**src/dma_ch_pkg.sv**
```systemverilog
// Shared constants, field layouts and types of the DMA channel control block.
// Assumes a single 50 MHz system clock and one Avalon-MM register slave.
package dma_ch_pkg;

  // ----------------------------------------------------------------
  // Register map (byte addresses)
  // ----------------------------------------------------------------
  localparam int ADDR_W = 8;
  localparam logic [ADDR_W-1:0] CTRL_OFS = 8'h00;
  localparam logic [ADDR_W-1:0] CITER_OFS = 8'h04;
  localparam logic [ADDR_W-1:0] SGA_OFS = 8'h08;
  localparam logic [ADDR_W-1:0] DADDR_OFS = 8'h0c;
  localparam logic [ADDR_W-1:0] IRQ_STAT_OFS = 8'h10;
  localparam logic [ADDR_W-1:0] IRQ_MASK_OFS = 8'h14;
  localparam logic [ADDR_W-1:0] REQEN_OFS = 8'h18;
  localparam logic [ADDR_W-1:0] DESC_BASE_OFS = 8'h20;

  // ----------------------------------------------------------------
  // Control/status word layout
  // ----------------------------------------------------------------
  localparam int COUNT_W = 15;
  localparam int LINKCH_W = 5;
  localparam int START_BIT = 0;
  localparam int INT_MAJ_BIT = 1;
  localparam int INT_HALF_BIT = 2;
  localparam int DIS_REQ_BIT = 3;
  localparam int SG_EN_BIT = 4;
  localparam int MAJOR_LINK_BIT = 5;
  localparam int ACTIVE_BIT = 6;
  localparam int DONE_BIT = 7;
  localparam int LINKCH_LSB = 8;
  localparam int BITER_LSB = 16;

  // Interrupt status / mask bits
  localparam int IRQ_W = 3;
  localparam int IRQ_MAJ = 0;
  localparam int IRQ_HALF = 1;
  localparam int IRQ_CFG_ERR = 2;

  // Descriptor structure: eight words, 0-modulo-32 aligned
  localparam int DESC_WORDS = 8;
  localparam int DESC_IDX_W = 3;
  localparam logic [31:0] SG_ALIGN_MASK = 32'h0000001f;
  localparam logic [DESC_IDX_W-1:0] DESC_DADDR_IDX = 3'h4;
  localparam logic [DESC_IDX_W-1:0] DESC_SGA_IDX = 3'h6;
  localparam logic [DESC_IDX_W-1:0] DESC_CTRL_IDX = 3'h7;

  // Reset values
  localparam logic [31:0] CTRL_RST = 32'h00000000;
  localparam logic [31:0] WORD_RST = 32'h00000000;
  localparam logic [IRQ_W-1:0] IRQ_RST = 3'h0;
  localparam logic REQEN_RST = 1'b0;

  // ----------------------------------------------------------------
  // Types
  // ----------------------------------------------------------------
  typedef struct packed {
    logic [COUNT_W-1:0] biter;
    logic [LINKCH_W-1:0] linkch;
    logic done;
    logic active;
    logic major_link;
    logic sg_en;
    logic dis_req;
    logic int_half;
    logic int_maj;
    logic start;
  } ctrl_t;

  typedef enum logic [2:0] {
    ST_IDLE = 3'b001,
    ST_RUN = 3'b010,
    ST_FETCH = 3'b100
  } eng_state_t;

  typedef enum logic [2:0] {
    BUS_IDLE = 3'b001,
    BUS_PREP = 3'b010,
    BUS_DONE = 3'b100
  } bus_state_t;

  function automatic logic [31:0] ctrl_to_word(input ctrl_t c);
    logic [31:0] w;
    w = 32'h00000000;
    w[BITER_LSB +: COUNT_W] = c.biter;
    w[LINKCH_LSB +: LINKCH_W] = c.linkch;
    w[DONE_BIT] = c.done;
    w[ACTIVE_BIT] = c.active;
    w[MAJOR_LINK_BIT] = c.major_link;
    w[SG_EN_BIT] = c.sg_en;
    w[DIS_REQ_BIT] = c.dis_req;
    w[INT_HALF_BIT] = c.int_half;
    w[INT_MAJ_BIT] = c.int_maj;
    w[START_BIT] = c.start;
    return w;
  endfunction : ctrl_to_word

  function automatic ctrl_t word_to_ctrl(input logic [31:0] w);
    ctrl_t c;
    c.biter = w[BITER_LSB +: COUNT_W];
    c.linkch = w[LINKCH_LSB +: LINKCH_W];
    c.done = w[DONE_BIT];
    c.active = w[ACTIVE_BIT];
    c.major_link = w[MAJOR_LINK_BIT];
    c.sg_en = w[SG_EN_BIT];
    c.dis_req = w[DIS_REQ_BIT];
    c.int_half = w[INT_HALF_BIT];
    c.int_maj = w[INT_MAJ_BIT];
    c.start = w[START_BIT];
    return c;
  endfunction : word_to_ctrl

  // Byte-enable merge of a bus write into an old register value
  function automatic logic [31:0] merge_be(input logic [31:0] old_v,
                                           input logic [31:0] new_v,
                                           input logic [3:0] be);
    logic [31:0] r;
    r = old_v;
    for (int i = 0; i < 4; i++) begin
      if (be[i]) begin
        r[8*i +: 8] = new_v[8*i +: 8];
      end
    end
    return r;
  endfunction : merge_be

endpackage : dma_ch_pkg

```
**src/dma_channel_status_control.sv**
```systemverilog
// Control and status logic of one DMA channel: start, active, done,
// major-loop linking, scatter/gather reload, request disable, interrupts.
// Assumes minor-loop byte counting and addressing sit outside and report
// each finished minor loop and each transfer error as one-cycle pulses.
`timescale 1ns/100ps
`default_nettype none
module dma_channel_status_control
  import dma_ch_pkg::*;
(
  // Clock and reset
  input wire logic clk_sys,
  input wire logic rst,
  // Avalon-MM register slave
  input wire logic [ADDR_W-1:0] avs_address,
  input wire logic avs_read,
  input wire logic avs_write,
  input wire logic [31:0] avs_writedata,
  input wire logic [3:0] avs_byteenable,
  output logic [31:0] avs_readdata,
  output logic avs_waitrequest,
  // Transfer engine side
  input wire logic hw_req,
  input wire logic minor_done,
  input wire logic xfer_error,
  output logic channel_active,
  output logic hw_request_enable_bit,
  // Channel linking
  input wire logic link_start_in,
  output logic link_start_out,
  output logic [LINKCH_W-1:0] link_ch_out,
  // Descriptor fetch master
  output logic fetch_req,
  output logic [31:0] fetch_addr,
  input wire logic fetch_valid,
  input wire logic [31:0] fetch_data,
  // Interrupt
  output logic irq
);

  // ----------------------------------------------------------------
  // State
  // ----------------------------------------------------------------
  ctrl_t ctrl_q, ctrl_d;
  logic [COUNT_W-1:0] citer_q, citer_d;
  logic [31:0] sga_q, sga_d;
  logic [31:0] daddr_q, daddr_d;
  logic [IRQ_W-1:0] stat_q, stat_d;
  logic [IRQ_W-1:0] mask_q, mask_d;
  logic reqen_q, reqen_d;
  logic link_q, link_d;
  logic [LINKCH_W-1:0] link_ch_q, link_ch_d;
  logic fetch_req_q, fetch_req_d;
  logic [DESC_IDX_W-1:0] fidx_q, fidx_d;
  logic half_seen_q, half_seen_d;
  logic irq_q, irq_d;
  eng_state_t st_q, st_d;
  bus_state_t bst_q, bst_d;
  logic [31:0] rdata_q, rdata_d;
  logic wait_q, wait_d;
  logic [31:0] mem_rdata;

  // ----------------------------------------------------------------
  // Bus decode
  // ----------------------------------------------------------------
  logic wr_take;
  logic in_desc;
  logic [DESC_IDX_W-1:0] desc_idx;

  // A write takes effect only on the edge where waitrequest is low
  assign wr_take = avs_write && (bst_q == BUS_DONE);
  assign in_desc = (avs_address >= DESC_BASE_OFS);
  assign desc_idx = avs_address[2 +: DESC_IDX_W];
  desc_mem #(
    .DEPTH(DESC_WORDS),
    .IDX_W(DESC_IDX_W),
    .DATA_W(32)
  ) u_desc_mem (
    .clk_sys(clk_sys),
    .wr_en(fetch_req_q && fetch_valid),
    .wr_idx(fidx_q),
    .wr_data(fetch_data),
    .rd_idx(desc_idx),
    .rd_data(mem_rdata)
  );

  // ----------------------------------------------------------------
  // Bus handshake: two wait states so descriptor reads come from a flop
  // ----------------------------------------------------------------
  always_comb begin
    bst_d = bst_q;
    wait_d = wait_q;
    rdata_d = rdata_q;
    case (bst_q)
      BUS_IDLE: bst_d = (avs_read || avs_write) ? BUS_PREP : BUS_IDLE;
      BUS_PREP: begin
        bst_d = BUS_DONE;
        wait_d = 1'b0;
        rdata_d = 32'h00000000;
        if (avs_read) begin
          if (in_desc) begin
            rdata_d = mem_rdata;
          end else begin
            case (avs_address)
              CTRL_OFS: rdata_d = ctrl_to_word(ctrl_q);
              CITER_OFS: rdata_d = {{(32-COUNT_W){1'b0}}, citer_q};
              SGA_OFS: rdata_d = sga_q;
              DADDR_OFS: rdata_d = daddr_q;
              IRQ_STAT_OFS: rdata_d = {{(32-IRQ_W){1'b0}}, stat_q};
              IRQ_MASK_OFS: rdata_d = {{(32-IRQ_W){1'b0}}, mask_q};
              REQEN_OFS: rdata_d = {31'h00000000, reqen_q};
              default: rdata_d = 32'h00000000;
            endcase
          end
        end
      end
      BUS_DONE: begin
        bst_d = BUS_IDLE;
        wait_d = 1'b1;
      end
      default: begin
        bst_d = BUS_IDLE;
        wait_d = 1'b1;
      end
    endcase
  end

  always_ff @(posedge clk_sys) begin
    if (rst) begin
      bst_q <= BUS_IDLE;
      wait_q <= 1'b1;
      rdata_q <= WORD_RST;
    end else begin
      bst_q <= bst_d;
      wait_q <= wait_d;
      rdata_q <= rdata_d;
    end
  end

  // ----------------------------------------------------------------
  // Channel engine and registers
  // ----------------------------------------------------------------
  always_comb begin
    logic [31:0] wv;
    ctrl_t wc;
    logic [COUNT_W-1:0] cnext;
    logic done_set;
    logic [IRQ_W-1:0] ev;
    logic [31:0] sw_ctrl;
    wv = 32'h00000000;
    wc = word_to_ctrl(CTRL_RST);
    cnext = citer_q;
    done_set = 1'b0;
    ev = IRQ_RST;
    sw_ctrl = ctrl_to_word(ctrl_q);
    ctrl_d = ctrl_q;
    citer_d = citer_q;
    sga_d = sga_q;
    daddr_d = daddr_q;
    mask_d = mask_q;
    reqen_d = reqen_q;
    link_d = 1'b0;
    link_ch_d = link_ch_q;
    fetch_req_d = fetch_req_q;
    fidx_d = fidx_q;
    half_seen_d = half_seen_q;
    st_d = st_q;
    // Software writes first; engine events below override them
    if (wr_take && !in_desc) begin
      case (avs_address)
        CTRL_OFS: begin
          wv = merge_be(sw_ctrl, avs_writedata, avs_byteenable);
          wc = word_to_ctrl(wv);
          ctrl_d.biter = wc.biter;
          ctrl_d.linkch = wc.linkch;
          ctrl_d.dis_req = wc.dis_req;
          ctrl_d.int_half = wc.int_half;
          ctrl_d.int_maj = wc.int_maj;
          ctrl_d.start = ctrl_q.start | wc.start;
          ctrl_d.done = ctrl_q.done & wc.done;
          if (!ctrl_q.done) begin
            ctrl_d.major_link = wc.major_link;
            ctrl_d.sg_en = wc.sg_en;
          end
        end
        CITER_OFS: begin
          wv = merge_be({{(32-COUNT_W){1'b0}}, citer_q}, avs_writedata,
                        avs_byteenable);
          citer_d = wv[COUNT_W-1:0];
          half_seen_d = 1'b0;
        end
        SGA_OFS: sga_d = merge_be(sga_q, avs_writedata, avs_byteenable);
        DADDR_OFS: daddr_d = merge_be(daddr_q, avs_writedata, avs_byteenable);
        IRQ_MASK_OFS: begin
          wv = merge_be({{(32-IRQ_W){1'b0}}, mask_q}, avs_writedata,
                        avs_byteenable);
          mask_d = wv[IRQ_W-1:0];
        end
        REQEN_OFS: reqen_d = avs_byteenable[0] ? avs_writedata[0] : reqen_q;
        default: ;
      endcase
    end

    // Another channel's major link sets this channel's start
    ctrl_d.start = ctrl_d.start | link_start_in;
    case (st_q)
      ST_IDLE: begin
        // Service begins on an explicit start or an enabled request
        if ((ctrl_q.start || (hw_req && reqen_q)) && citer_q != '0) begin
          ctrl_d.active = 1'b1;
          ctrl_d.start = 1'b0;
          ctrl_d.done = 1'b0;
          st_d = ST_RUN;
        end
      end
      ST_RUN: begin
        if (xfer_error) begin
          ctrl_d.active = 1'b0;
          st_d = ST_IDLE;
        end else if (minor_done) begin
          ctrl_d.active = 1'b0;
          cnext = citer_q - 1'b1;
          citer_d = cnext;
          st_d = ST_IDLE;
          // Biter of one has no half point distinct from the end
          if (ctrl_q.int_half && !half_seen_q && cnext != '0 &&
              cnext == (ctrl_q.biter >> 1)) begin
            ev[IRQ_HALF] = 1'b1;
            half_seen_d = 1'b1;
          end
          if (cnext == '0) begin
            done_set = 1'b1;
            citer_d = ctrl_q.biter;
            half_seen_d = 1'b0;
            ev[IRQ_MAJ] = ctrl_q.int_maj;
            reqen_d = reqen_d & ~ctrl_q.dis_req;
            if (ctrl_q.major_link) begin
              link_d = 1'b1;
              link_ch_d = ctrl_q.linkch;
            end
            if (ctrl_q.sg_en) begin
              if ((sga_q & SG_ALIGN_MASK) != 32'h00000000) begin
                ev[IRQ_CFG_ERR] = 1'b1;
              end else begin
                fetch_req_d = 1'b1;
                fidx_d = '0;
                st_d = ST_FETCH;
              end
            end else begin
              daddr_d = daddr_q + sga_q;
            end
          end
        end
      end
      ST_FETCH: begin
        // Words land in the store in order; control words are applied
        if (fetch_valid) begin
          daddr_d = (fidx_q == DESC_DADDR_IDX) ? fetch_data : daddr_d;
          sga_d = (fidx_q == DESC_SGA_IDX) ? fetch_data : sga_d;
          if (fidx_q == DESC_CTRL_IDX) begin
            wc = word_to_ctrl(fetch_data);
            ctrl_d = wc;
            ctrl_d.start = wc.start | ctrl_q.start | link_start_in;
            ctrl_d.active = 1'b0;
            ctrl_d.done = 1'b1;
            citer_d = wc.biter;
            fetch_req_d = 1'b0;
            st_d = ST_IDLE;
          end
          fidx_d = fidx_q + 1'b1;
        end
      end
      default: begin
        st_d = ST_IDLE;
        ctrl_d.active = 1'b0;
        fetch_req_d = 1'b0;
      end
    endcase

    // Hardware set of done wins over a software clear in the same cycle
    ctrl_d.done = ctrl_d.done | done_set;
    ev[IRQ_CFG_ERR] = ev[IRQ_CFG_ERR] | (xfer_error && st_q == ST_RUN);
    // Sticky status, write one to clear, set beats clear
    stat_d = stat_q;
    if (wr_take && avs_address == IRQ_STAT_OFS && avs_byteenable[0]) begin
      stat_d = stat_q & ~avs_writedata[IRQ_W-1:0];
    end
    stat_d = stat_d | ev;
    irq_d = |(stat_d & mask_d);
  end

  always_ff @(posedge clk_sys) begin
    if (rst) begin
      ctrl_q <= word_to_ctrl(CTRL_RST);
      citer_q <= '0;
      sga_q <= WORD_RST;
      daddr_q <= WORD_RST;
      stat_q <= IRQ_RST;
      mask_q <= IRQ_RST;
      reqen_q <= REQEN_RST;
      link_q <= 1'b0;
      link_ch_q <= '0;
      fetch_req_q <= 1'b0;
      fidx_q <= '0;
      half_seen_q <= 1'b0;
      irq_q <= 1'b0;
      st_q <= ST_IDLE;
    end else begin
      ctrl_q <= ctrl_d;
      citer_q <= citer_d;
      sga_q <= sga_d;
      daddr_q <= daddr_d;
      stat_q <= stat_d;
      mask_q <= mask_d;
      reqen_q <= reqen_d;
      link_q <= link_d;
      link_ch_q <= link_ch_d;
      fetch_req_q <= fetch_req_d;
      fidx_q <= fidx_d;
      half_seen_q <= half_seen_d;
      irq_q <= irq_d;
      st_q <= st_d;
    end
  end

  // ----------------------------------------------------------------
  // Outputs, all from flops
  // ----------------------------------------------------------------
  assign avs_readdata = rdata_q;
  assign avs_waitrequest = wait_q;
  assign channel_active = ctrl_q.active;
  assign hw_request_enable_bit = reqen_q;
  assign link_start_out = link_q;
  assign link_ch_out = link_ch_q;
  assign fetch_req = fetch_req_q;
  // Word address walks the 32-byte block at sga_q; word 7 uses the sga word fetched as word 6
  assign fetch_addr = {sga_q[31:5], fidx_q, 2'b00};
  assign irq = irq_q;

endmodule : dma_channel_status_control
`default_nettype wire

```
**src/desc_mem.sv**
```systemverilog
// Eight-word store for the last fetched transfer descriptor.
// Assumes one writer and one reader; read data is registered.
`timescale 1ns/100ps
`default_nettype none
module desc_mem #(
  parameter int DEPTH = 8,
  parameter int IDX_W = 3,
  parameter int DATA_W = 32
) (
  // Clock
  input wire logic clk_sys,
  // Write port
  input wire logic wr_en,
  input wire logic [IDX_W-1:0] wr_idx,
  input wire logic [DATA_W-1:0] wr_data,
  // Read port
  input wire logic [IDX_W-1:0] rd_idx,
  output logic [DATA_W-1:0] rd_data
);

  logic [DATA_W-1:0] mem [DEPTH];

  always_ff @(posedge clk_sys) begin
    if (wr_en) begin
      mem[wr_idx] <= wr_data;
    end
    rd_data <= mem[rd_idx];
  end

endmodule : desc_mem
`default_nettype wire

```
**config.mk**
```make
export PLATFORM = sky130hd
export DESIGN_NAME = dma_channel_status_control
export DESIGN_NICKNAME = d
export VERILOG_FILES = /design/src/dma_ch_pkg.sv /design/src/dma_channel_status_control.sv /design/src/desc_mem.sv
export SDC_FILE = /design/constraint.sdc
export NUM_CORES = 1
export LEC_CHECK = 0
export ABC_AREA = 1
export BUFFER_PORTS_ARGS = -buffer_cell sky130_fd_sc_hd__buf_2
export CORE_MARGIN = 3
export CORE_UTILIZATION = 28
export CTS_CLUSTER_DIAMETER = 150
export CTS_CLUSTER_SIZE = 8
export DETAILED_ROUTE_END_ITERATION = 8
export PLACE_DENSITY = 0.45
export SLEW_MARGIN = 5
export SYNTH_ARGS = -nofsm -noshare
export SYNTH_HDL_FRONTEND = slang
export SYNTH_SLANG_ARGS = --single-unit
```
**constraint.sdc**
```tcl
create_clock -name clk_sys -period 3.18 [get_ports clk_sys]
set_input_delay 0.159 -clock clk_sys [delete_from_list [all_inputs] [get_ports clk_sys]]
set_output_delay 0.159 -clock clk_sys [all_outputs]
set_load 0.03 [all_outputs]
```
==> metrics.md, run 1 <==
| Metric | Value |
|---|---|
| Worst hold-check path type | in2reg |
| Setup bufs post-CTS | 0 |
| Filler Cell Count | 8,177 |
| Mapped Cells | 2,554 |
| Reg-to-reg startpoint | citer_q[0] |
| Required @ worst endpoint | 3.71 ns |
| Max FO, Critical Path | 18 |
| Setup Skew | 0.0268 ns |
| Gate power share | 9.8% |
| Total DRC errors in the routed layout | 0 |
| Portion of total power attributed to the clock network | 45.7% |
| Global-route wire length before repair | 134,000 um |
| GRT overflow | 0 |
| Headroom to the max-slew limit | 39.3% |
| Overall fraction of global-route tracks in use | 22.1% |
| Number of H-tree levels | 3 |
| Worst flop-to-flop path endpoint | fidx_q[0] |
| Final min period | 2.89 ns |
| Layout-stage area growth over the synthesis result | 19.5% |
| Launch point of the worst hold path | avs_writedata[30] |
| Antenna violations before repair | 4 |
| Critical Setup Path Class | reg2reg |
| Setup crit start kind | flip-flop |
| Avg WL per Cell | 24.2 um |
| Internal Power | 10.5 mW |
| Max Transition Viols Final | 0 |
| Core area | 77,800 sq um |
| HPWL Detailed | 66,600 um |
| Main flop type after synthesis | sky130_fd_sc_hd__edfxtp_1 |
| Number of synthesized flops with an enable pin | 256 |
| Worst voltage drop across the vdd grid | 0.400 mV |
| Number of max-capacitance violations reported | 0 |
| Number of buffers created by CTS | 66 |
| Number of placement rows | 102 |
| Length in cells of the worst reg-to-reg path | 16 |
| Initial core utilization | 28.4% |
| Actual transition at the worst max-transition pin | 0.910 ns |
| Die W | 287 um |
| Switching Power | 3.73 mW |
| Endpoint class of the critical path | flip-flop |
| WHS Path Cells | 5 |
| CTS tree | yes |
| Leakage power total | 10.4 nW |
| Switching part of the total power | 26.2% |
| Final standard cell area without fillers | 26,400 sq um |
| Post-layout nets | 2,868 |
| Place WS | 0.0831 ns |
| Fmax | 346 MHz |
| Async S/R FF share, synth | 0% |
| Die ar. | 82,300 sq um |
| Worst-case clock buffer depth | 3 |
| Flops & latches, synth | 453 |
| Filler-free cell count of the finished design | 3,823 |
| Routed Antenna Nets | 0 |
| Vias in the first global route | 19,071 |
| Final core utilization | 33.9% |
| Flop2flop setup slack | 0.29 ns |
| Vias per cell | 5.10 |
| Vias | 19,516 |
| I/O pin count | 160 |
| Endpoint, Worst Hold | ctrl_q[27] |
| Flip-flop and latch area | 11,600 sq um |
| Distinct cells, synth | 58 |
| Port-buffer cells | 157 |
| DIE HEIGHT | 287 um |
| Clock latency on the worst-skew pair | 0.59 ns |
| Drt first pass iters | 7 |
| Routability cong. | 0.927 |
| Number of DRC violations after detailed-routing iteration 0 | 1,846 |
| Seq/Total Area, Yosys | 52.6% |
| Register share of total power | 44.6% |
| CTS clock-pin slew for the worst setup and hold paths | 0.05 ns |
| Sum Neg Setup Slack | 0 ns |
| Status | finished, final reports clean |
| Crit path arrival time | 3.42 ns |
| Setup repair after global routing missed its margin | no |
| Number of placed instances with taps included | 3,667 |
| Count of yosys warnings during synthesis | 0 |
| Area of combinational cells with multiple inputs | 8860 sq um |
| Area of placed instances | 24,000 sq um |
| Power density of the placed cells | 539 nW/um^2 |
| Per-instance average area after synthesis | 8.65 sq um |
| Fraction of layout instances using a drive strength above 1 | 12.8% |
| Crit path from | citer_q[0] |
| Final period utilization | 91.0% |
| WL final | 92,400 um |
| Final hold violation count | 0 |
| Worst Setup Slack, final | 0.286 ns |
| Number of sinks driven by the clock tree | 453 |
| Total standard cell area after synthesis | 22,100 sq um |
| Clock tree root buffer cell | sky130_fd_sc_hd__clkbuf_16 |
| Maximum number of pins on one net before global-route repair | 115 |
| Final setup fails | 0 |
-- stage by stage --
| step | power, mW | hold slack (ns) |
|---|---|---|
| CTS | 14.4 | 0.00158 |
| detailed placement | 7.78 | 0.452 |
| global placement | 7.78 | 0.438 |
| global route | 14.8 | 0.0328 |
| finish | 14.2 | 0.0374 |
| floorplan | 7.16 | 0.258 |
-- cell families (layout without fill, tap and decap cells) --
logic type / count (synthesis) / count (layout) / share of synthesized area [%]
AND/OR/NAND/NOR: 1040 / 1040 / 20.2
AO/OA/AOI/OAI: 583 / 583 / 15.9
flip-flops: 453 / 453 / 52.6
buffers and inverters: 407 / 634 / 7.72
adder cells (fa/ha/maj): 38 / 38 / 2.19
XOR/XNOR: 29 / 29 / 1.15
multiplexers: 3 / 3 / 0.142
other: 1 / 3 / 0.0170
-- synth_stat cells, drive strengths merged (2+ instances only) --
cell	instances	area, sq um
nand2	618	2370
inv	267	1000
edfxtp	256	7690
nor2	214	905
dfxtp	197	3940
a21oi	188	941
o21ai	137	689
nand3	127	668
clkbuf	81	305
a22oi	73	548
buf	55	382
o211ai	48	360
nand4	41	272
a31oi	40	250
ha	37	463
o22ai	33	206
nor3	26	158
xnor2	19	166
a211oi	15	113
a221oi	14	123
o2111ai	12	105
xor2	10	87.6
o21bai	6	45.0
or2	6	37.5
a21o	5	37.5
clkinv	4	15.0
nand3b	4	30.0
and3	3	18.8
o21a	3	22.5
o221ai	3	26.3
mux2i	2	20.0
o31ai	2	15.0
-- cell type report --
class | instances | area share [%]
repair buffers | 258 | 6.57
clock buffers | 99 | 6.72
clock inverters | 6 | 0.299
flip-flops and latches | 453 | 44.1
inverters | 271 | 3.87
diodes | 1 | 0.00948
well taps | 1040 | 4.93
multi-input cells | 1695 | 33.5
-- state kept, by name, summed over array words and instances, names as in the netlist, 3 cells and up --
register	cells
link_ch_out	5
ctrl_q	27
citer_q	15
avs_readdata	32
sga_q	32
u_desc_mem.rd_data	32
bst_q	3
fidx_q	3
stat_q	3
u_desc_mem.mem	256
mask_q	3
daddr_q	32
st_q	3
-- metal layers --
metal | GRT usage [%] | routed length, um
met1 | 29.3 | 39800
met2 | 36.7 | 43300
met3 | 3.57 | 6270
met4 | 7.22 | 2950
met5 | 0 | 0
-- timing repair --
action	in CTS	in global routing
setup endpoints to repair	0	17
gates resized for setup	0	3
hold buffers	50	0
hold endpoints to repair	268	0
-- worst max path at each step --
stage,end,slack [ns],depth (start not counted)
after floorplan,u_desc_mem.mem[1][0],0.64,4
after global placement,daddr_q[2],0.02,10
after detailed placement,daddr_q[2],0.08,10
after CTS,daddr_q[6],0.07,10
after global routing,fidx_q[0],0.04,16
final,fidx_q[0],0.29,16
-- cell usage in the layout (no fill, tap or decap), types with 4 or more instances in the layout --
cell                              n
sky130_fd_sc_hd__buf_12           5
sky130_fd_sc_hd__a21o_1           5
sky130_fd_sc_hd__o2111ai_1       12
sky130_fd_sc_hd__nand3_1        122
sky130_fd_sc_hd__clkbuf_16       66
sky130_fd_sc_hd__a211oi_1        15
sky130_fd_sc_hd__nand2_4          4
sky130_fd_sc_hd__a31oi_1         40
sky130_fd_sc_hd__xor2_1          10
sky130_fd_sc_hd__o21ai_0        111
sky130_fd_sc_hd__nor3_1          23
sky130_fd_sc_hd__nand2_2         11
sky130_fd_sc_hd__nand4_1         40
sky130_fd_sc_hd__inv_1          255
sky130_fd_sc_hd__buf_2          156
sky130_fd_sc_hd__nor2_1         181
sky130_fd_sc_hd__clkbuf_1        33
sky130_fd_sc_hd__dfxtp_1        197
sky130_fd_sc_hd__ha_1            37
sky130_fd_sc_hd__a22oi_1         73
sky130_fd_sc_hd__clkinv_1         4
sky130_fd_sc_hd__or2_2            6
sky130_fd_sc_hd__a221oi_1        14
sky130_fd_sc_hd__o211ai_1        48
sky130_fd_sc_hd__dlygate4sd3_1   50
sky130_fd_sc_hd__nor2_4          18
sky130_fd_sc_hd__o22ai_1         33
sky130_fd_sc_hd__o21ai_1         25
sky130_fd_sc_hd__o21bai_1         6
sky130_fd_sc_hd__nand2_1        603
sky130_fd_sc_hd__nand3b_1         4
sky130_fd_sc_hd__buf_4           47
sky130_fd_sc_hd__a21oi_1        188
sky130_fd_sc_hd__edfxtp_1       256
sky130_fd_sc_hd__xnor2_1         19
sky130_fd_sc_hd__inv_2           11
sky130_fd_sc_hd__nor2_2          14
-- worst max-delay path, cell delays in order, from the launching register on --
cell,delay [ns]
sky130_fd_sc_hd__dfxtp_1,0.34
sky130_fd_sc_hd__inv_1,0.22
sky130_fd_sc_hd__ha_1,0.38
sky130_fd_sc_hd__inv_1,0.07
sky130_fd_sc_hd__nand2_1,0.09
sky130_fd_sc_hd__nand2_1,0.08
sky130_fd_sc_hd__nor2_1,0.14
sky130_fd_sc_hd__nand3_1,0.14
sky130_fd_sc_hd__nor2_1,0.16
sky130_fd_sc_hd__nand2_1,0.09
sky130_fd_sc_hd__nor2_2,0.18
sky130_fd_sc_hd__nand2_4,0.20
sky130_fd_sc_hd__o21ai_2,0.31
sky130_fd_sc_hd__nand3_2,0.17
sky130_fd_sc_hd__nand2_1,0.09
sky130_fd_sc_hd__nand2_1,0.05
sky130_fd_sc_hd__nor2_1,0.11
-- power groups by stage --
stage	registers, mW	logic (mW)	clock network [mW]
finish	6.34	1.39	6.50
global route	6.34	1.51	6.92
CTS	6.34	1.39	6.66
detailed placement	6.45	1.33	0
global placement	6.45	1.33	0
floorplan	6.46	0.696	0
No activity file was read; power rests on OpenSTA's default activity.
==> run 2: changes to the inputs <==
==> constraint.sdc (replaced) <==
create_clock -name clk_sys -period 3.2 [get_ports clk_sys]
set_input_delay 0.16 -clock clk_sys [delete_from_list [all_inputs] [get_ports clk_sys]]
set_output_delay 0.16 -clock clk_sys [all_outputs]
set_load 0.03 [all_outputs]
==> run 2 against run 1 <==
Compared with the run above: combinational power about the same; non-clock buffer count up 5; utilization rose by 0.12 points; largest cell class unchanged.
==> metrics.md, run 2 (synthesis results as in run 1) <==
| Metric | Value |
|---|---|
| Critical Setup Path Class | reg2reg |
| Master of the slowest instance on the critical path | sky130_fd_sc_hd__dfxtp_1 |
| Delay of the slowest critical-path stage | 0.34 ns (-0.04 ns) |
| Worst voltage drop across the vdd grid | 0.379 mV (-5.2%) |
| Status | finished, final reports clean |
| Total Power Consumption | 14.3 mW (+0.37%) |
| Switching part of the total power | 26.5% (+0.29 points) |
| Area of combinational cells with multiple inputs | 8850 sq um (about the same) |
| Crit path arrival time | 3.39 ns (-0.03 ns) |
| Routability cong. | 0.911 (-1.8%) |
| Total DRC errors in the routed layout | 0 (unchanged) |
| Core area | 77,800 sq um (unchanged) |
| Avg WL per Cell | 24.0 um (-0.71%) |
| HPWL Detailed | 65,900 um (-1.0%) |
| Max Transition Viols Final | 0 (unchanged) |
| Vias | 19,582 (+0.34%) |
| Port-buffer cells | 157 (unchanged) |
| Worst hold-check path type | in2reg |
| Vias in the first global route | 19,108 (+0.19%) |
| Max FO, Critical Path | 26 (+8) |
| Initial core utilization | 28.4% (unchanged) |
| Endpoint class of the critical path | flip-flop |
| Portion of total power attributed to the clock network | 46.2% (+0.5 points) |
| Final standard cell area without fillers | 26,500 sq um (+0.35%) |
| Antenna violations before repair | 4 (unchanged) |
| DIE HEIGHT | 287 um (unchanged) |
| Worst Setup Slack, final | 0.269 ns (-0.0173 ns) |
| Register share of total power | 44.1% (-0.5 points) |
| Final period utilization | 91.6% (+0.60 points) |
| Die W | 287 um (unchanged) |
| Layout-stage area growth over the synthesis result | 19.9% |
| Flip-flop and latch area | 11,600 sq um (unchanged) |
| Clock tree root buffer cell | sky130_fd_sc_hd__clkbuf_16 |
| Internal Power | 10.5 mW (about the same) |
| Number of placed instances with taps included | 3,670 (+0.082%) |
| Final min period | 2.93 ns (+0.0373 ns) |
| Commonest cells after routing, fill and taps aside | 604 x sky130_fd_sc_hd__nand2_1, 256 x sky130_fd_sc_hd__edfxtp_1, 255 x sky130_fd_sc_hd__inv_1 |
| Fmax | 341 MHz (-1.3%) |
| CTS tree | yes |
| Number of max-capacitance violations reported | 0 (unchanged) |
| Setup repair after global routing missed its margin | no |
| I/O pin count | 160 (unchanged) |
| Routed Antenna Nets | 0 (unchanged) |
| CP Depth | 15 (-1) |
| Number of DRC violations after detailed-routing iteration 0 | 1,634 (-11%) |
| Number of placement rows | 102 (unchanged) |
| Register with the most flip-flops | u_desc_mem.mem |
| Worst hold margin | 0.0263 ns (-0.0111 ns) |
| Library cell appearing most often on the critical path | sky130_fd_sc_hd__nand2_1 |
| Final setup fails | 0 (unchanged) |
| Post-layout nets | 2,873 (+0.17%) |
| Fraction of layout instances using a drive strength above 1 | 13.0% (+0.16 points) |
| Headroom to the max-slew limit | 37.7% (-1.6 points) |
| Number of H-tree levels | 3 (unchanged) |
| Switching Power | 3.79 mW (+1.5%) |
| Dominant delay contributor by cell family on the critical path | simple AND/OR/NAND/NOR gates |
| Area of placed instances | 24,100 sq um (about the same) |
| WHS Path Cells | 4 (-1) |
| Critical Path, Cell by Cell | inv_1 -> ha_2 -> inv_1 -> nand2_1 -> nand2_1 -> nor2_1 -> nand3_1 -> nor2_1 -> nand3_2 -> nor2_4 -> nand4_4 -> inv_4 -> nand3_1 -> nand2_1 -> a21oi_1 |
| Number of buffers created by CTS | 66 (unchanged) |
| Actual transition at the worst max-transition pin | 0.935 ns (+0.0247 ns) |
| Vias per cell | 5.11 (+0.18%) |
| Leading cell type in the layout, fill and taps excluded | sky130_fd_sc_hd__nand2_1 |
| Required @ worst endpoint | 3.65 ns (-0.06 ns) |
| Overall fraction of global-route tracks in use | 21.9% (-0.17 points) |
| Flip-flop count of the largest register, all copies and words added | 256 (unchanged) |
| CTS clock-pin slew for the worst setup and hold paths | 0.05 ns (about the same) |
| Sum Neg Setup Slack | 0 ns (unchanged) |
| Power density of the placed cells | 539 nW/um^2 (about the same) |
| Place WS | 0.210 ns (+0.127 ns) |
| Die ar. | 82,300 sq um (unchanged) |
| Final core utilization | 34.0% (+0.12 points) |
| Global-route wire length before repair | 133,000 um (-1.0%) |
| Setup bufs post-CTS | 0 (unchanged) |
| WL final | 91,900 um (-0.55%) |
| Filler Cell Count | 8,131 (-0.56%) |
| GRT overflow | 0 (unchanged) |
| CP Buf/Inv Count | 3 (+1) |
| Filler-free cell count of the finished design | 3,829 (+0.16%) |
| Clock latency on the worst-skew pair | 0.60 ns (about the same) |
| Worst-case clock buffer depth | 3 (unchanged) |
| Number of sinks driven by the clock tree | 453 (unchanged) |
| Drt first pass iters | 5 (-2) |
| Leakage power total | 10.4 nW (+0.42%) |
| Maximum number of pins on one net before global-route repair | 115 (unchanged) |
| Length in cells of the worst reg-to-reg path | 15 (-1) |
| Setup crit start kind | flip-flop |
| Setup Skew | 0.0297 ns (+0.00297 ns) |
| Gate power share | 9.7% (about the same) |
| Final hold violation count | 0 (unchanged) |
## run 2: changes by cell type in the layout (fill, tap and decap cells not counted), sizes merged
cell and delta:
inv -1, buf +3, clkinv +2, diode +1, clkbuf -1, dlygate4sd3 +2
## run 2: what timing repair did
item,CTS,global route
hold buffers,52,0
gates resized for setup,0,1
endpoints found under the hold margin,270,0
endpoints found under the setup margin,0,1
## run 2: final timing paths
path	startpoint	end	slack, ns
setup reg to reg	citer_q[0]	daddr_q[27]	0.27
hold reg to reg	avs_readdata[26]	avs_readdata[26]	0.46
setup / recovery	citer_q[0]	daddr_q[27]	0.27
hold / removal	avs_byteenable[0]	stat_q[2]	0.03
## run 2: final cells by class
class                   count  area share, %
diodes                      2         0.0189
clock buffers              98           6.77
clock inverters             7          0.449
well taps                1040           4.91
multi-input cells        1695           33.4
flip-flops and latches    453           43.9
repair buffers            263           6.71
inverters                 271           3.85
## run 2: power by group through the flow
stage               logic (mW)  registers, mW  clock network (mW)
detailed placement        1.32           6.41                   0
CTS                       1.38           6.30                6.77
global route              1.50           6.30                7.01
finish                    1.38           6.30                6.60
floorplan                0.692           6.42                   0
global placement          1.33           6.41                   0
## run 2: layer usage
metal / vias to the layer above / GRT usage (%) / wire [um]
li1: 9157 / - / -
met1: 9499 / 29.0 / 40000
met2: 764 / 35.3 / 42100
met3: 162 / 3.75 / 5870
met4: 0 / 9.28 / 3920
met5: - / 0 / 0
## run 2: worst register-to-register path: cells and delay by family (launching register included)
kind | cells | cell delay [ns]
compound gates | 1 | 0.06
fa+ha+maj | 1 | 0.33
buf+inv | 3 | 0.62
flops | 1 | 0.34
simple gates | 10 | 1.42
